[config.mk]
export PLATFORM = sky130hd
export DESIGN_NAME = mmd_decoder
export DESIGN_NICKNAME = d
export VERILOG_FILES = /design/src/rtl/mmd_pkg.sv /design/src/rtl/mmd_region_cmp.sv /design/src/rtl/mmd_decoder.sv
export SDC_FILE = /design/constraint.sdc
export NUM_CORES = 1
export LEC_CHECK = 0
export BUFFER_PORTS_ARGS = -buffer_cell sky130_fd_sc_hd__buf_4
export CAP_MARGIN = 20
export CORE_MARGIN = 2
export CORE_UTILIZATION = 40
export CTS_CLUSTER_DIAMETER = 80
export CTS_CLUSTER_SIZE = 20
export DETAILED_ROUTE_END_ITERATION = 6
export PLACE_DENSITY = 0.85
export SKIP_LAST_GASP = 1
export SYNTH_ARGS = -nofsm -noshare
export SYNTH_HDL_FRONTEND = slang
export SYNTH_SLANG_ARGS = --single-unit
[constraint.sdc]
create_clock -name clk -period 3.1 [get_ports clk]
set_input_delay 0.62 -clock clk [delete_from_list [all_inputs] [get_ports clk]]
set_output_delay 0.62 -clock clk [all_outputs]
set_load 0.02 [all_outputs]
[src/rtl/mmd_pkg.sv]
// constants for the memory map address decoder
//
// Behaviour
// - fetches use even addresses; data may be byte or word wide
// - decoder covers a 128 KB address space (17 address bits)
// - small flash ends at 0x0FFFF; start depends on installed size
// - vector table is top 16 words of flash, highest at 0x0FFFE
// - RAM begins at 0x0200; end depends on fitted RAM size
// - 0x0100-0x01FF go to 16-bit peripherals, normally word accessed
// - byte access to 16-bit peripherals only even; upper byte reads 0
// - 0x0010-0x00FF go to 8-bit peripherals, normally byte accessed
// - word read of 8-bit peripheral: upper byte undefined
// - word write to 8-bit peripheral stores low byte only
// - special function bytes are lowest 16 bytes, byte access only
// - words at even addresses, low byte even, high byte odd
// - instruction fetch from 0x0000-0x01FF resets the device
package mmd_pkg;
   localparam int ADDR_W = 17;
   localparam logic [16:0] SFB_LAST = 17'h0_000F;
   localparam logic [16:0] P8_FIRST = 17'h0_0010;
   localparam logic [16:0] P8_LAST = 17'h0_00FF;
   localparam logic [16:0] P16_FIRST = 17'h0_0100;
   localparam logic [16:0] P16_LAST = 17'h0_01FF;
   localparam logic [16:0] RAM_FIRST = 17'h0_0200;
   localparam logic [16:0] FLASH_LAST = 17'h0_FFFF;
   localparam logic [16:0] VEC_FIRST = 17'h0_FFE0;
   localparam logic [16:0] VEC_TOP = 17'h0_FFFE;
   localparam logic [16:0] FETCH_RST_LAST = 17'h0_01FF;
   localparam logic [7:0] ZERO_BYTE = 8'h00;

   typedef enum logic [2:0] {
      MMD_NONE = 3'b000,
      MMD_SFB = 3'b001,
      MMD_P8 = 3'b010,
      MMD_P16 = 3'b011,
      MMD_RAM = 3'b100,
      MMD_FLASH = 3'b101
   } mmd_region_e;
endpackage

[src/rtl/mmd_region_cmp.sv]
// region compare: one address against the documented windows
`timescale 1ns/100ps
module mmd_region_cmp #(
   parameter logic [16:0] RAM_LAST = 17'h0_03FF,
   parameter logic [16:0] FLASH_FIRST = 17'h0_C000
) (
   input wire logic [16:0] addr, // byte address under test
   output mmd_pkg::mmd_region_e region, // selected region
   output logic is_vector // address in vector table
);
   // first match wins; gaps decode to none
   always_comb begin
      region = mmd_pkg::MMD_NONE;
      if (addr <= mmd_pkg::SFB_LAST) begin
         region = mmd_pkg::MMD_SFB;
      end else if (addr <= mmd_pkg::P8_LAST) begin
         region = mmd_pkg::MMD_P8;
      end else if (addr <= mmd_pkg::P16_LAST) begin
         region = mmd_pkg::MMD_P16;
      // ram from 0x0200 up to fitted size
      end else if (addr >= mmd_pkg::RAM_FIRST && addr <= RAM_LAST) begin
         region = mmd_pkg::MMD_RAM;
      end else if (addr >= FLASH_FIRST && addr <= mmd_pkg::FLASH_LAST) begin
         region = mmd_pkg::MMD_FLASH;
      end
   end

   assign is_vector = (addr >= mmd_pkg::VEC_FIRST) &&
      (addr <= mmd_pkg::FLASH_LAST);
endmodule // mmd_region_cmp

[src/rtl/mmd_decoder.sv]
// memory map decoder and byte/word adapter between cpu and targets
`timescale 1ns/100ps
module mmd_decoder #(
   parameter logic [16:0] RAM_LAST = 17'h0_03FF, // fitted ram end
   parameter logic [16:0] FLASH_FIRST = 17'h0_C000 // installed flash start
) (
   input wire logic clk, // system clock 125 MHz
   input wire logic rst_n, // async reset, active low
   input wire logic req, // cpu access request, one cycle
   input wire logic we, // 1 write, 0 read
   input wire logic byte_en, // 1 byte transfer, 0 word
   input wire logic fetch, // access is instruction fetch
   input wire logic [16:0] addr, // cpu byte address
   input wire logic [15:0] wdata, // cpu write data
   output logic [15:0] rdata, // read data, registered
   output logic rvalid, // read data valid pulse
   output logic [4:0] tgt_sel, // one-hot sfb,p8,p16,ram,flash
   output logic [16:0] tgt_addr, // byte address to target
   output logic tgt_we, // target write strobe
   output logic [1:0] tgt_be, // target byte lanes low,high
   output logic [15:0] tgt_wdata, // lane-placed write data
   input wire logic [15:0] tgt_rdata, // target read data, same cycle
   output logic vec_hit, // access in vector table
   output logic bad_access, // access broke width rules, pulse
   output logic fetch_reset // request device reset, pulse
);
   mmd_pkg::mmd_region_e region;
   logic is_vec;
   logic [16:0] eff_addr;
   logic odd;
   logic [1:0] next_be;
   logic [15:0] next_rdata;
   logic [15:0] lane_wdata;
   logic rule_break;

   assign eff_addr = byte_en ? addr : {addr[16:1], 1'b0};
   assign odd = byte_en & addr[0];

   // full 17-bit compare covers 128 KB
   mmd_region_cmp #(
      .RAM_LAST(RAM_LAST),
      .FLASH_FIRST(FLASH_FIRST)
   ) u_cmp (
      .addr(eff_addr),
      .region(region),
      .is_vector(is_vec)
   );

   // byte lanes: even is low lane, odd is high lane
   always_comb begin
      next_be = 2'b11;
      if (byte_en) begin
         next_be = odd ? 2'b10 : 2'b01;
      end
      // word write to byte peripheral keeps low byte only
      if (!byte_en && we && region == mmd_pkg::MMD_P8) begin
         next_be = 2'b01;
      end
   end

   // byte writes are mirrored on both lanes so targets need no shifter
   assign lane_wdata = byte_en ? {wdata[7:0], wdata[7:0]} : wdata;

   // select lines and strobes go out combinationally with the request
   always_comb begin
      tgt_sel = 5'b0_0000;
      if (req) begin
         case (region)
            mmd_pkg::MMD_SFB: tgt_sel = 5'b0_0001;
            mmd_pkg::MMD_P8: tgt_sel = 5'b0_0010;
            mmd_pkg::MMD_P16: tgt_sel = 5'b0_0100;
            mmd_pkg::MMD_RAM: tgt_sel = 5'b0_1000;
            mmd_pkg::MMD_FLASH: tgt_sel = 5'b1_0000;
            default: tgt_sel = 5'b0_0000;
         endcase
      end
   end
   assign tgt_addr = eff_addr;
   assign tgt_we = req & we & ~fetch;
   assign tgt_be = req ? next_be : 2'b00;
   assign tgt_wdata = lane_wdata;
   assign vec_hit = req & is_vec;

   // read data steering by width and region
   always_comb begin
      next_rdata = tgt_rdata;
      if (byte_en) begin
         // odd byte comes from high lane
         next_rdata = {mmd_pkg::ZERO_BYTE,
            odd ? tgt_rdata[15:8] : tgt_rdata[7:0]};
      end
      // byte read of word peripheral clears upper byte
      if (byte_en && region == mmd_pkg::MMD_P16) begin
         next_rdata = {mmd_pkg::ZERO_BYTE, tgt_rdata[7:0]};
      end
      // word read of byte peripheral: upper byte passed as is
      // which the cpu must treat as undefined
   end

   // width rule checks; the access still runs, only flagged
   always_comb begin
      rule_break = 1'b0;
      if (fetch && addr[0]) begin
         rule_break = 1'b1;
      end
      if (!byte_en && addr[0]) begin
         rule_break = 1'b1;
      end
      // special function bytes are byte only
      if (!byte_en && region == mmd_pkg::MMD_SFB) begin
         rule_break = 1'b1;
      end
      // byte access to word peripherals even only
      if (byte_en && addr[0] && region == mmd_pkg::MMD_P16) begin
         rule_break = 1'b1;
      end
   end

   // read data registered, valid one cycle after the request
   always_ff @(posedge clk or negedge rst_n) begin
      if (!rst_n) begin
         rdata <= 16'h0000;
         rvalid <= 1'b0;
      end else begin
         rvalid <= req & ~we;
         if (req && !we) begin
            rdata <= next_rdata;
         end
      end
   end

   // error and reset pulses, one cycle after the request
   always_ff @(posedge clk or negedge rst_n) begin
      if (!rst_n) begin
         bad_access <= 1'b0;
         fetch_reset <= 1'b0;
      end else begin
         bad_access <= req & rule_break;
         // fetch from low 512 bytes resets the device
         fetch_reset <= req & fetch & (addr <= mmd_pkg::FETCH_RST_LAST);
      end
   end

   a_fetch_reset: assert property (@(posedge clk) disable iff (!rst_n)
      req && fetch && addr <= 17'h0_01FF |=> fetch_reset)
      else $error("low fetch did not reset");
   a_fetch_ok: assert property (@(posedge clk) disable iff (!rst_n)
      req && fetch && addr > 17'h0_01FF |=> !fetch_reset)
      else $error("spurious fetch reset");
   a_p16_upper: assert property (@(posedge clk) disable iff (!rst_n)
      req && !we && byte_en && addr >= 17'h0_0100 && addr <= 17'h0_01FF
      |=> rvalid && rdata[15:8] == 8'h00)
      else $error("byte read of word peripheral upper not zero");
   a_p8_low_lane: assert property (@(posedge clk) disable iff (!rst_n)
      req && we && !byte_en && tgt_sel == 5'b0_0010 |-> tgt_be == 2'b01)
      else $error("word write to byte peripheral touched high lane");
   a_sfb_word: assert property (@(posedge clk) disable iff (!rst_n)
      req && !byte_en && addr <= 17'h0_000F |=> bad_access)
      else $error("word access to special bytes not flagged");
   a_word_align: assert property (@(posedge clk) disable iff (!rst_n)
      req && !byte_en |-> tgt_addr[0] == 1'b0)
      else $error("word address not aligned");
   a_odd_fetch: assert property (@(posedge clk) disable iff (!rst_n)
      req && fetch && addr[0] |=> bad_access)
      else $error("odd fetch not flagged");
   a_ram_sel: assert property (@(posedge clk) disable iff (!rst_n)
      req && addr == 17'h0_0200 |-> tgt_sel == 5'b0_1000)
      else $error("ram start not selected");
   a_vector: assert property (@(posedge clk) disable iff (!rst_n)
      req && addr == 17'h0_FFFE |-> vec_hit && tgt_sel == 5'b1_0000)
      else $error("top vector not in flash");
   a_p8_sel: assert property (@(posedge clk) disable iff (!rst_n)
      req && addr >= 17'h0_0010 && addr <= 17'h0_00FF
      |-> tgt_sel == 5'b0_0010)
      else $error("byte peripheral not selected");
   a_p16_sel: assert property (@(posedge clk) disable iff (!rst_n)
      req && addr >= 17'h0_0100 && addr <= 17'h0_01FF
      |-> tgt_sel == 5'b0_0100)
      else $error("word peripheral not selected");
   a_above_flash: assert property (@(posedge clk) disable iff (!rst_n)
      req && addr > 17'h0_FFFF |-> tgt_sel == 5'b0_0000)
      else $error("address above flash selected");

   c_word_read: cover property (@(posedge clk) req && !we && !byte_en);
   c_byte_write: cover property (@(posedge clk) req && we && byte_en);
   c_fetch_rst: cover property (@(posedge clk) fetch_reset);
   c_vector: cover property (@(posedge clk) vec_hit);
endmodule // mmd_decoder

### Yosys cells after proc, flatten, opt, wreduce, memory -nomap -nowiden

Cells that the tools add are included.

* flip-flop bits (word level): 19
* bits of input ports: 55
* output and inout bits: 61
* word-level logic and storage cells: 62

* magnitude comparators: 9
* eq/ne operators: 5
* muxes and demuxes: 20
* bitwise gates (word level): 10
* reductions and logical operators: 14

Operators by type and width (count)
* two-way mux 16 bit: 3
* greater-or-equal comparator 17 x 16 -> 1 bit (second input constant): 2
* <= comparator 17 x 9 -> 1 bit (second input constant): 2
* case mux 5 bit (5 select lines): 1
* greater-or-equal comparator 17 x 10 -> 1 bit (second input constant): 1
* <= comparator 17 x 10 -> 1 bit (second input constant): 1
* <= comparator 17 x 16 -> 1 bit (second input constant): 1
* <= comparator 17 x 4 -> 1 bit (second input constant): 1
* <= comparator 17 x 8 -> 1 bit (second input constant): 1
* two-way mux 3 bit: 5
* logical AND 1 bit: 12
* AND 1 bit: 8
* two-way mux 2 bit: 4
* two-way mux 8 bit: 1
* == test 3 x 2 -> 1 bit (second input constant): 2
* == test 3 bit (second input constant): 2
* two-way mux 1 bit: 5
* two-way mux 5 bit: 1
* == test 3 x 1 -> 1 bit (second input constant): 1
* zero test 1 bit: 2
* inverter 1 bit: 2

### Longest topological paths before layout

Gate-level depths: netlist (run 1).

* depth after elaboration: 13
* mapped depth: 6
* depth with buffers taken out: 4

### Cells and area by module

From an unflattened synthesis (run 1), not the netlist that was laid out.

* cells, all modules: 161
* area, all modules: 1376.3 um2

By module, submodules not included
* mmd_decoder: instances 1, cells each 146, area each 1282.5 um2, seq. area each 475.5 um2
* mmd_region_cmp: instances 1, cells each 15, area each 93.8 um2, seq. area each 0.0 um2

### Worst setup path after synthesis (run 1)

No wires, ideal clock.

* path type: input-to-output
* start point: input port addr[6]
* end point: output port tgt_sel[0]
* data arrival time: 1.705 ns
* path slack: 0.775 ns
* stages on the path: 3
* path through: nor4_1 > or2b_1 > nor3_1

* longest elaborated chain between the ends: 10

RTL lines
* start, declared: RTL line mmd_decoder.sv:13 `input wire logic [16:0] addr,`
* greater-or-equal comparator 17 x 16 -> 1 bit / <= comparator 17 x 16 -> 1 bit (equally long branches): RTL line mmd_region_cmp.sv:23 `end else if (addr >= FLASH_FIRST && addr <= mmd_pkg::FLASH_LAST) begin`
* logical AND 1 bit: RTL line mmd_region_cmp.sv:23
* two-way mux 3 bit: RTL line mmd_region_cmp.sv:23
* two-way mux 3 bit: RTL line mmd_region_cmp.sv:21 `end else if (addr >= mmd_pkg::RAM_FIRST && addr <= RAM_LAST) begin`
* two-way mux 3 bit: RTL line mmd_region_cmp.sv:18 `end else if (addr <= mmd_pkg::P16_LAST) begin`
* two-way mux 3 bit: RTL line mmd_region_cmp.sv:16 `end else if (addr <= mmd_pkg::P8_LAST) begin`
* two-way mux 3 bit *: RTL line mmd_region_cmp.sv:14 `if (addr <= mmd_pkg::SFB_LAST) begin`
* == test 3 bit (tied with other cells): RTL line mmd_decoder.sv:68 `case (region)`
* case mux 5 bit (5 select lines) *: RTL line mmd_decoder.sv:68
* two-way mux 5 bit *: RTL line mmd_decoder.sv:67 `if (req) begin`
* end, declared: RTL line mmd_decoder.sv:17 `output logic [4:0] tgt_sel,`

Every way passes the cells marked *; elsewhere a longest branch is shown, timed or not.

### Worst setup path in the final report (run 1)

* start point: input port addr[16]
* end point: output port tgt_be[1]

* longest elaborated chain between the ends: 11

RTL lines
* greater-or-equal comparator 17 x 16 -> 1 bit / <= comparator 17 x 16 -> 1 bit (equally long branches): RTL line mmd_region_cmp.sv:23
* logical AND 1 bit: RTL line mmd_region_cmp.sv:23
* two-way mux 3 bit: RTL line mmd_region_cmp.sv:23
* two-way mux 3 bit: RTL line mmd_region_cmp.sv:21
* two-way mux 3 bit: RTL line mmd_region_cmp.sv:18
* two-way mux 3 bit: RTL line mmd_region_cmp.sv:16
* two-way mux 3 bit *: RTL line mmd_region_cmp.sv:14
* == test 3 x 2 -> 1 bit *: RTL line mmd_decoder.sv:56 `if (!byte_en && we && region == mmd_pkg::MMD_P8) begin`
* logical AND 1 bit *: RTL line mmd_decoder.sv:56
* two-way mux 2 bit *: RTL line mmd_decoder.sv:56
* two-way mux 2 bit *: RTL line mmd_decoder.sv:80 `assign tgt_be = req ? next_be : 2'b00;`
* end, declared: RTL line mmd_decoder.sv:20 `output logic [1:0] tgt_be,`

Marked as above.

==> out/metrics.yaml, run 1 <==
synthTopCellsByArea: "dfrtp_1 37%, buf_4 15%, mux2i_1 7.0%"
r2r_cells: 2
fp.dieH_um: 60.7
root_buffer: "clkbuf_4"
endpoint_kind: "output port"
ant_nets: 0
syn_area_per_cell_sq_um: 8.88
synth_top_area_cell: "dfrtp_1"
cts_setup_buffers: 0
wl_per_cell_um: 12.8
regToRegSetupSlack_ps: 2420
hold_path.class: "in2async"
synth_warnings: 0
clock_latency_ps: 290
seq_area_frac_synth: 0.369
drt_first_pass_iters: 3
crit_required_ps: 2480
peakVddDrop_mv: 0.125
synthTopCellsByCount: "25 x buf_4, 20 x nand2_1, 19 x dfrtp_1"
grt_antenna_before_repair: 0
hold_buffers: 0
period_minus_slack_ps: 2530
gp_congestion: 0.774
timing.rr.end: "rdata[0]"
final_area_sq_mm: 0.00196
synth-seq-cells: 19
pin_count: 116
drt-initial-drc-count: 40
drive_gt1_frac: 0.549
grt_overflow_total: 0
leakagePower_nw: 1.02
rsz0062_at_grt: "false"
p_total_uw: 693
synth_top_area_share: 0.369
clkSinkCount: 19
portBuffers: 109
synth_edf_count: 0
fin_cells: 270
grt_start_max_net_pins: 26
grt_pass1_vias: 1180
synth_area_sq_mm: 0.00129
async_reset_ff_frac: 1.00
tightest_slew_ps: 557
skew_ps: 0
grt_pass1_wl_mm: 5.20
status: "finished clean"
fillers: 270
netlist_instances: 145
maxSlewHeadroom: 0.629
vias_per_cell: 4.83
ys.flop_type: "dfrtp_1"
cts_resized: 0
core_sq_mm: 0.00305
fin_nets: 282
clockBufferDepth: 2
fmax_mhz: 396
cts_tree: "done"
r2r-start: "rdata[0]"
vias: 1305
grtUsageTotal: 0.189
wl_mm: 3.45
cts_buffers: 3
synthDistinctLibCells: 31
finalSetupViolCount: 0
die-area_sq_mm: 0.00369
place_inst: 266
initial_core_util: 0.422
fin_crit_sh: 0.815
dp_hpwl_mm: 2.89
arrival_ps: 1910
dieWidth_um: 60.7
hold_viol: 0
synth.most_common_cell: "buf_4"
syn_nets: 200
cp_max_fo: 4
syn_to_final_growth_pct: 52.3
place_area_sq_mm: 0.00193
tns_ps: 0
start_kind: "primary input"
path_class: "in2out"
n_antenna_cell: 0
htreeDepth: 1
drc_errors: 0
power_density_mw_per_mm2: 354
rows: 20
path_clk_slew_ps: 110
maxCapViolCount: 0
slew_violations: 0
[power breakdown]
group          leakage [nW]  total (mW)  switching, mW  internal, mW
logic                 0.772       0.283          0.147         0.136
clock network        0.0177       0.122         0.0745        0.0479
registers             0.233       0.287         0.0131         0.274
[metal layers]
metal	vias up	track usage	routed length, um
li1	635	-	-
met1	609	0.230	1400
met2	61	0.336	1810
met3	0	0.0256	235
met4	0	0.0745	0
met5	-	0	0
[state kept, by name, indices dropped and copies added, names as in the netlist]
| register | count |
|---|---|
| bad_access | 1 |
| rvalid | 1 |
| fetch_reset | 1 |
| rdata | 16 |
[metrics by stage]
stage / setup WS [ps] / hold slack [ps] / utilization
detailed placement: 575 / 458 / 0.633
global route: 467 / 171 / 0.642
floorplan: 775 / 324 / -
global placement: 590 / 451 / 0.633
finish: 574 / 181 / 0.642
CTS: 575 / 177 / 0.642
[how the worst max path moves through the flow]
stage / start / slack, ps / endpoint
finish: addr[16] / 570 / tgt_be[1]
global route: addr[16] / 470 / tgt_be[1]
CTS: addr[16] / 570 / tgt_be[1]
detailed placement: addr[16] / 580 / tgt_be[1]
global placement: addr[16] / 590 / tgt_be[1]
floorplan: addr[6] / 780 / tgt_sel[0]
[kinds of logic (layout without fill, tap and decap cells)]
kind of cell,count (synthesis),in the layout,synth area share
AOI/OAI and AO/OA,12,12,0.0573
buffers and inverters,36,117,0.189
DFF,19,19,0.369
muxes,17,17,0.140
and+or+nand+nor,61,61,0.245
[worst max-delay path, cell delays in order]
cell,delay (ps)
buf_4,120
or4_4,530
nor3_1,200
a31oi_1,110
o21a_1,170
buf_4,150
[cell type report]
cell class / count / area [sq um] / share of cell area
Sequential cell: 19 / 475 / 0.243
Clock buffer: 3 / 22.5 / 0.0115
Tap cell: 44 / 55.1 / 0.0281
Timing Repair Buffer: 109 / 818 / 0.417
Multi-Input combinational cell: 90 / 569 / 0.290
Clock inverter: 1 / 5.00 / 0.00255
Inverter: 4 / 15.0 / 0.00766
[cells in the final DEF (no fill, tap or decap), types with 2 or more instances in the layout]
| cell type | synthesis | final |
|---|---|---|
| a21oi_1 | 8 | 8 |
| nor2_1 | 13 | 13 |
| nand3b_1 | 8 | 8 |
| dfrtp_1 | 19 | 19 |
| inv_1 | 3 | 3 |
| mux2i_1 | 9 | 9 |
| clkbuf_4 | 0 | 3 |
| nor3_1 | 4 | 4 |
| nand2_1 | 20 | 20 |
| nand3_1 | 2 | 2 |
| nor4_1 | 3 | 3 |
| buf_4 | 25 | 109 |
| mux2_2 | 8 | 8 |
(Power assumes the default switching activity.)
==> inputs of run 2 (changes only) <==
--- a/config.mk
+++ b/config.mk
@@ -8,11 +8,11 @@
 export BUFFER_PORTS_ARGS = -buffer_cell sky130_fd_sc_hd__buf_4
 export CAP_MARGIN = 20
 export CORE_MARGIN = 2
-export CORE_UTILIZATION = 40
+export CORE_UTILIZATION = 34
 export CTS_CLUSTER_DIAMETER = 80
 export CTS_CLUSTER_SIZE = 20
 export DETAILED_ROUTE_END_ITERATION = 6
-export PLACE_DENSITY = 0.85
+export PLACE_DENSITY = 0.77
 export SKIP_LAST_GASP = 1
 export SYNTH_ARGS = -nofsm -noshare
 export SYNTH_HDL_FRONTEND = slang
==> constraint.sdc (replaced) <==
create_clock -name clk -period 2.3 [get_ports clk]
set_input_delay 0.46 -clock clk [delete_from_list [all_inputs] [get_ports clk]]
set_output_delay 0.46 -clock clk [all_outputs]
set_load 0.02 [all_outputs]
==> out/metrics.yaml, run 2 (synthesis gave the netlist of run 1 again) <==
status: "finished clean"
maxSlewHeadroom: 0.596
dp_hpwl_mm: 2.91
vias_per_cell: 4.72
p_seq_frac: 0.392
drc_errors: 0
drt-initial-drc-count: 76
swShare: 0.320
hold_path.class: "in2async"
hold_viol: 0
arrival_ps: 1730
n_antenna_cell: 0
wl_per_cell_um: 13.0
tns_ps: 0
dieWidth_um: 65.5
syn_to_final_growth_pct: 54.4
final_common_cell: "buf_4"
grt_pass1_wl_mm: 5.62
clockBufferDepth: 2
fmax_mhz: 456
rsz0062_at_grt: "false"
skew_ps: 0
pin_count: 116
path_class: "in2out"
path_clk_slew_ps: 70
die-area_sq_mm: 0.00429
fin_nets: 282
tightest_slew_ps: 600
finalWorstSetupSlack_ps: 105
grt_pass1_vias: 1259
portBuffers: 109
drive_gt1_frac: 0.549
cts_tree: "done"
place_ws_ps: 67.8
cts_setup_buffers: 0
initial_core_util: 0.352
root_buffer: "clkbuf_8"
seq_area_sq_um: 475
finalSetupViolCount: 0
fillers: 365
clkSinkCount: 19
power.internal_uw: 677
leakagePower_nw: 1.03
grtUsageTotal: 0.167
fin_crit_sh: 0.954
grt_start_max_net_pins: 26
p_sw_uw: 319
grt_overflow_total: 0
largest_reg_flops: 16
start_kind: "primary input"
power_density_mw_per_mm2: 501
core_sq_mm: 0.00366
gp_congestion: 0.764
period_minus_slack_ps: 2190
regMostFlops: "rdata"
fp.dieH_um: 65.5
endpoint_kind: "output port"
ant_nets: 0
crit_required_ps: 1840
p_comb_frac: 0.383
slew_violations: 0
multi_input_area_sq_um: 574
drt_first_pass_iters: 4
peakVddDrop_mv: 0.269
maxCapViolCount: 0
cts_buffers: 3
vias: 1293
p_clk_frac: 0.225
p_total_uw: 996
cp_max_fo: 3
final_cell_mix: "109 x buf_4, 20 x nand2_1, 19 x dfrtp_1"
grt_antenna_before_repair: 0
clock_latency_ps: 250
rows: 22
wl_mm: 3.57
htreeDepth: 1
-- run 2: cell count changes in the layout (fill, tap and decap cells not counted), sizes merged --
cell,change
clkbuf,+1
clkinv,-1
-- run 2: critical path, stage by stage --
cell    delay [ps]
buf_4          120
nor4_1         550
or2b_1         290
nor3_1         140
buf_4          170
-- run 2: final timing paths --
| check | startpoint | end | slack, ps | cells past startpoint |
|---|---|---|---|---|
| max in group asynchronous | rst_n | fetch_reset | 2030 | 1 |
| min | rst_n | rdata[9] | 60 | 1 |
| min in group clk | tgt_rdata[11] | rdata[11] | 440 | 3 |
| max reg2reg | rdata[1] | rdata[1] | 1600 | 2 |
| max | addr[6] | tgt_sel[0] | 110 | 5 |
| min reg2reg | rdata[12] | rdata[12] | 470 | 2 |
-- run 2: power by group through the flow --
stage	Clock, mW	Combinational, mW	Sequential (mW)
floorplan	0	0.167	0.440
global placement	0	0.380	0.395
detailed placement	0	0.385	0.398
CTS	0.231	0.386	0.391
global route	0.247	0.412	0.395
finish	0.224	0.382	0.391
-- run 2: per-stage QoR --
stage / utilization / cells / cell area [sq um] / hold slack (ps)
after CTS: 0.542 / 274 / 1980 / 72.1
final: 0.543 / 274 / 1990 / 62.1
after detailed placement: 0.529 / 270 / 1940 / 346
after floorplan: - / 145 / 1290 / 164
after global placement: 0.529 / 270 / 1940 / 344
after global routing: 0.543 / 274 / 1990 / 73.6
-- run 2: timing repair --
action / in CTS / in global routing
gates resized for setup: 0 / 1
hold buffers: 0 / 0
setup endpoints to repair: 0 / 1
-- run 2: layout make-up --
cell class,count,area share
clock buffer,4,0.0227
timing repair buffer,109,0.412
sequential,19,0.239
multi-input combinational,90,0.289
inverter,4,0.00755
tap,48,0.0302
-- run 2: layer usage --
layer	vias to the layer above	global-route usage	part of all wire
met2	76	0.293	0.50
met5	-	0	0
met3	6	0.0394	0.091
met4	0	0.0599	0.0073
met1	582	0.198	0.40
li1	629	-	-
==> inputs of run 3 (changes only) <==
--- a/config.mk
+++ b/config.mk
@@ -9,10 +9,12 @@
 export CAP_MARGIN = 20
 export CORE_MARGIN = 2
 export CORE_UTILIZATION = 34
+export CTS_BUF_LIST = sky130_fd_sc_hd__clkbuf_8 sky130_fd_sc_hd__clkbuf_16
 export CTS_CLUSTER_DIAMETER = 80
 export CTS_CLUSTER_SIZE = 20
 export DETAILED_ROUTE_END_ITERATION = 6
 export PLACE_DENSITY = 0.77
+export REMOVE_ABC_BUFFERS = 1
 export SKIP_LAST_GASP = 1
 export SYNTH_ARGS = -nofsm -noshare
 export SYNTH_HDL_FRONTEND = slang
==> out/metrics.yaml, run 3 (synthesis gave the netlist of run 1 again) <==
status: "finished clean"
final_cell_mix: "110 x buf_4, 20 x nand2_1, 19 x dfrtp_1"
tns_ps: 0
skew_ps: 0
syn_to_final_growth_pct: 55.6
fmax_mhz: 467
pin_count: 116
initial_core_util: 0.352
vias_per_cell: 4.73
grtUsageMet2: 0.288
path_class: "in2out"
start_kind: "primary input"
drt-initial-drc-count: 56
vias: 1300
power.internal_uw: 675
p_seq_frac: 0.390
slowest_stage: "or4_4"
regMostFlops: "rdata"
tightest_slew_ps: 613
swShare: 0.322
grt_overflow_total: 0
clock_latency_ps: 250
fin_crit_sh: 0.931
grt_antenna_before_repair: 0
grt_pass1_vias: 1239
grt_start_max_net_pins: 26
fp.dieH_um: 65.5
hold_buffers: 0
cts_buffers: 3
maxSlewHeadroom: 0.591
cp_cell_sequence: "buf_4 > or4_4 > nor3_2 > a31oi_1 > o21a_1 > buf_4"
grtUsageMet1: 0.189
leakagePower_nw: 1.04
r2r-start: "rdata[3]"
portBuffers: 109
die-area_sq_mm: 0.00429
hold_viol: 0
peakVddDrop_mv: 0.219
wl_mm: 3.52
slew_violations: 0
period_minus_slack_ps: 2140
final_common_cell: "buf_4"
cts_setup_buffers: 0
place_ws_ps: 79.3
grtUsageTotal: 0.157
startpoint: "addr[16]"
finalWorstSetupSlack_ps: 158
drive_gt1_frac: 0.559
endpoint_kind: "output port"
use_met3: 0.0308
hold_path.class: "in2async"
path_clk_slew_ps: 70
finalSetupViolCount: 0
gp_congestion: 0.746
busiest_layer: "met2"
root_buffer: "clkbuf_8"
core_sq_mm: 0.00366
arrival_ps: 1680
fin_hold_ws_ps: 66.0
grt_pass1_wl_mm: 5.38
drt_first_pass_iters: 3
cts_resized: 0
drc_errors: 0
p_comb_frac: 0.384
p_clk_frac: 0.226
htreeDepth: 1
cp_max_fo: 4
dp_hpwl_mm: 2.81
rows: 22
p_sw_uw: 321
largest_reg_flops: 16
rsz0062_at_grt: "false"
power_density_mw_per_mm2: 498
slowest_delay_ps: 540
clkSinkCount: 19
maxCapViolCount: 0
wl_per_cell_um: 12.8
crit_required_ps: 1840
place_inst: 271
fin_cells: 275
dieWidth_um: 65.5
ant_nets: 0
fin_nets: 283
clockBufferDepth: 2
n_antenna_cell: 0
cts_tree: "done"
crit_top_cell: "buf_4"
[run 3: cell count changes in the layout (fill, tap and decap cells not counted), sizes merged]
cell | previous run | this run
buf | 109 | 110
clkbuf | 4 | 3
clkinv | 0 | 1
[run 3: final timing paths]
check | cells past startpoint | endpoint | slack, ps
setup / recovery | 6 | tgt_be[1] | 160
hold / removal | 1 | rdata[12] | 70
setup reg to reg | 2 | rdata[3] | 1620
hold reg to reg | 2 | rdata[11] | 470
max in group asynchronous | 1 | rdata[11] | 2030
min in group clk | 3 | rdata[15] | 450
[run 3: per-layer routing]
layer  vias to the layer above  part of all wire
met5                         -                 0
met4                         0            0.0054
met3                         2             0.078
met2                        68              0.51
met1                       599              0.41
li1                        631                 -
[run 3: worst max-delay path: cells and delay by family]
| family | cells | cell delay (ps) |
|---|---|---|
| buffers and inverters | 2 | 270 |
| AO/OA/AOI/OAI | 2 | 270 |
| AND/OR/NAND/NOR | 2 | 680 |
[run 3: cell type report]
type / count / area (sq um)
Clock buffer: 3 / 41.3
Clock inverter: 1 / 5.00
Fill cell: 349 / 1660
Inverter: 4 / 15.0
Multi-Input combinational cell: 90 / 581
Sequential cell: 19 / 475
Tap cell: 48 / 60.1
Timing Repair Buffer: 110 / 826
[run 3: power by group through the flow]
stage	logic, mW	registers [mW]	clock network [mW]
2_1_floorplan	0.0951	0.440	0
3_3_place_gp	0.381	0.394	0
3_5_place_dp	0.386	0.395	0
4_1_cts	0.386	0.389	0.235
5_1_grt	0.413	0.393	0.247
6_report	0.383	0.389	0.225
[run 3: per-stage QoR]
step                      cell area [sq um]   util  total power, mW
after floorplan                        1060      -            0.535
after global placement                 1950  0.531            0.776
after detailed placement               1950  0.531            0.781
after CTS                              1990  0.544             1.01
after global routing                   2000  0.547             1.05
final                                  2000  0.547            0.997
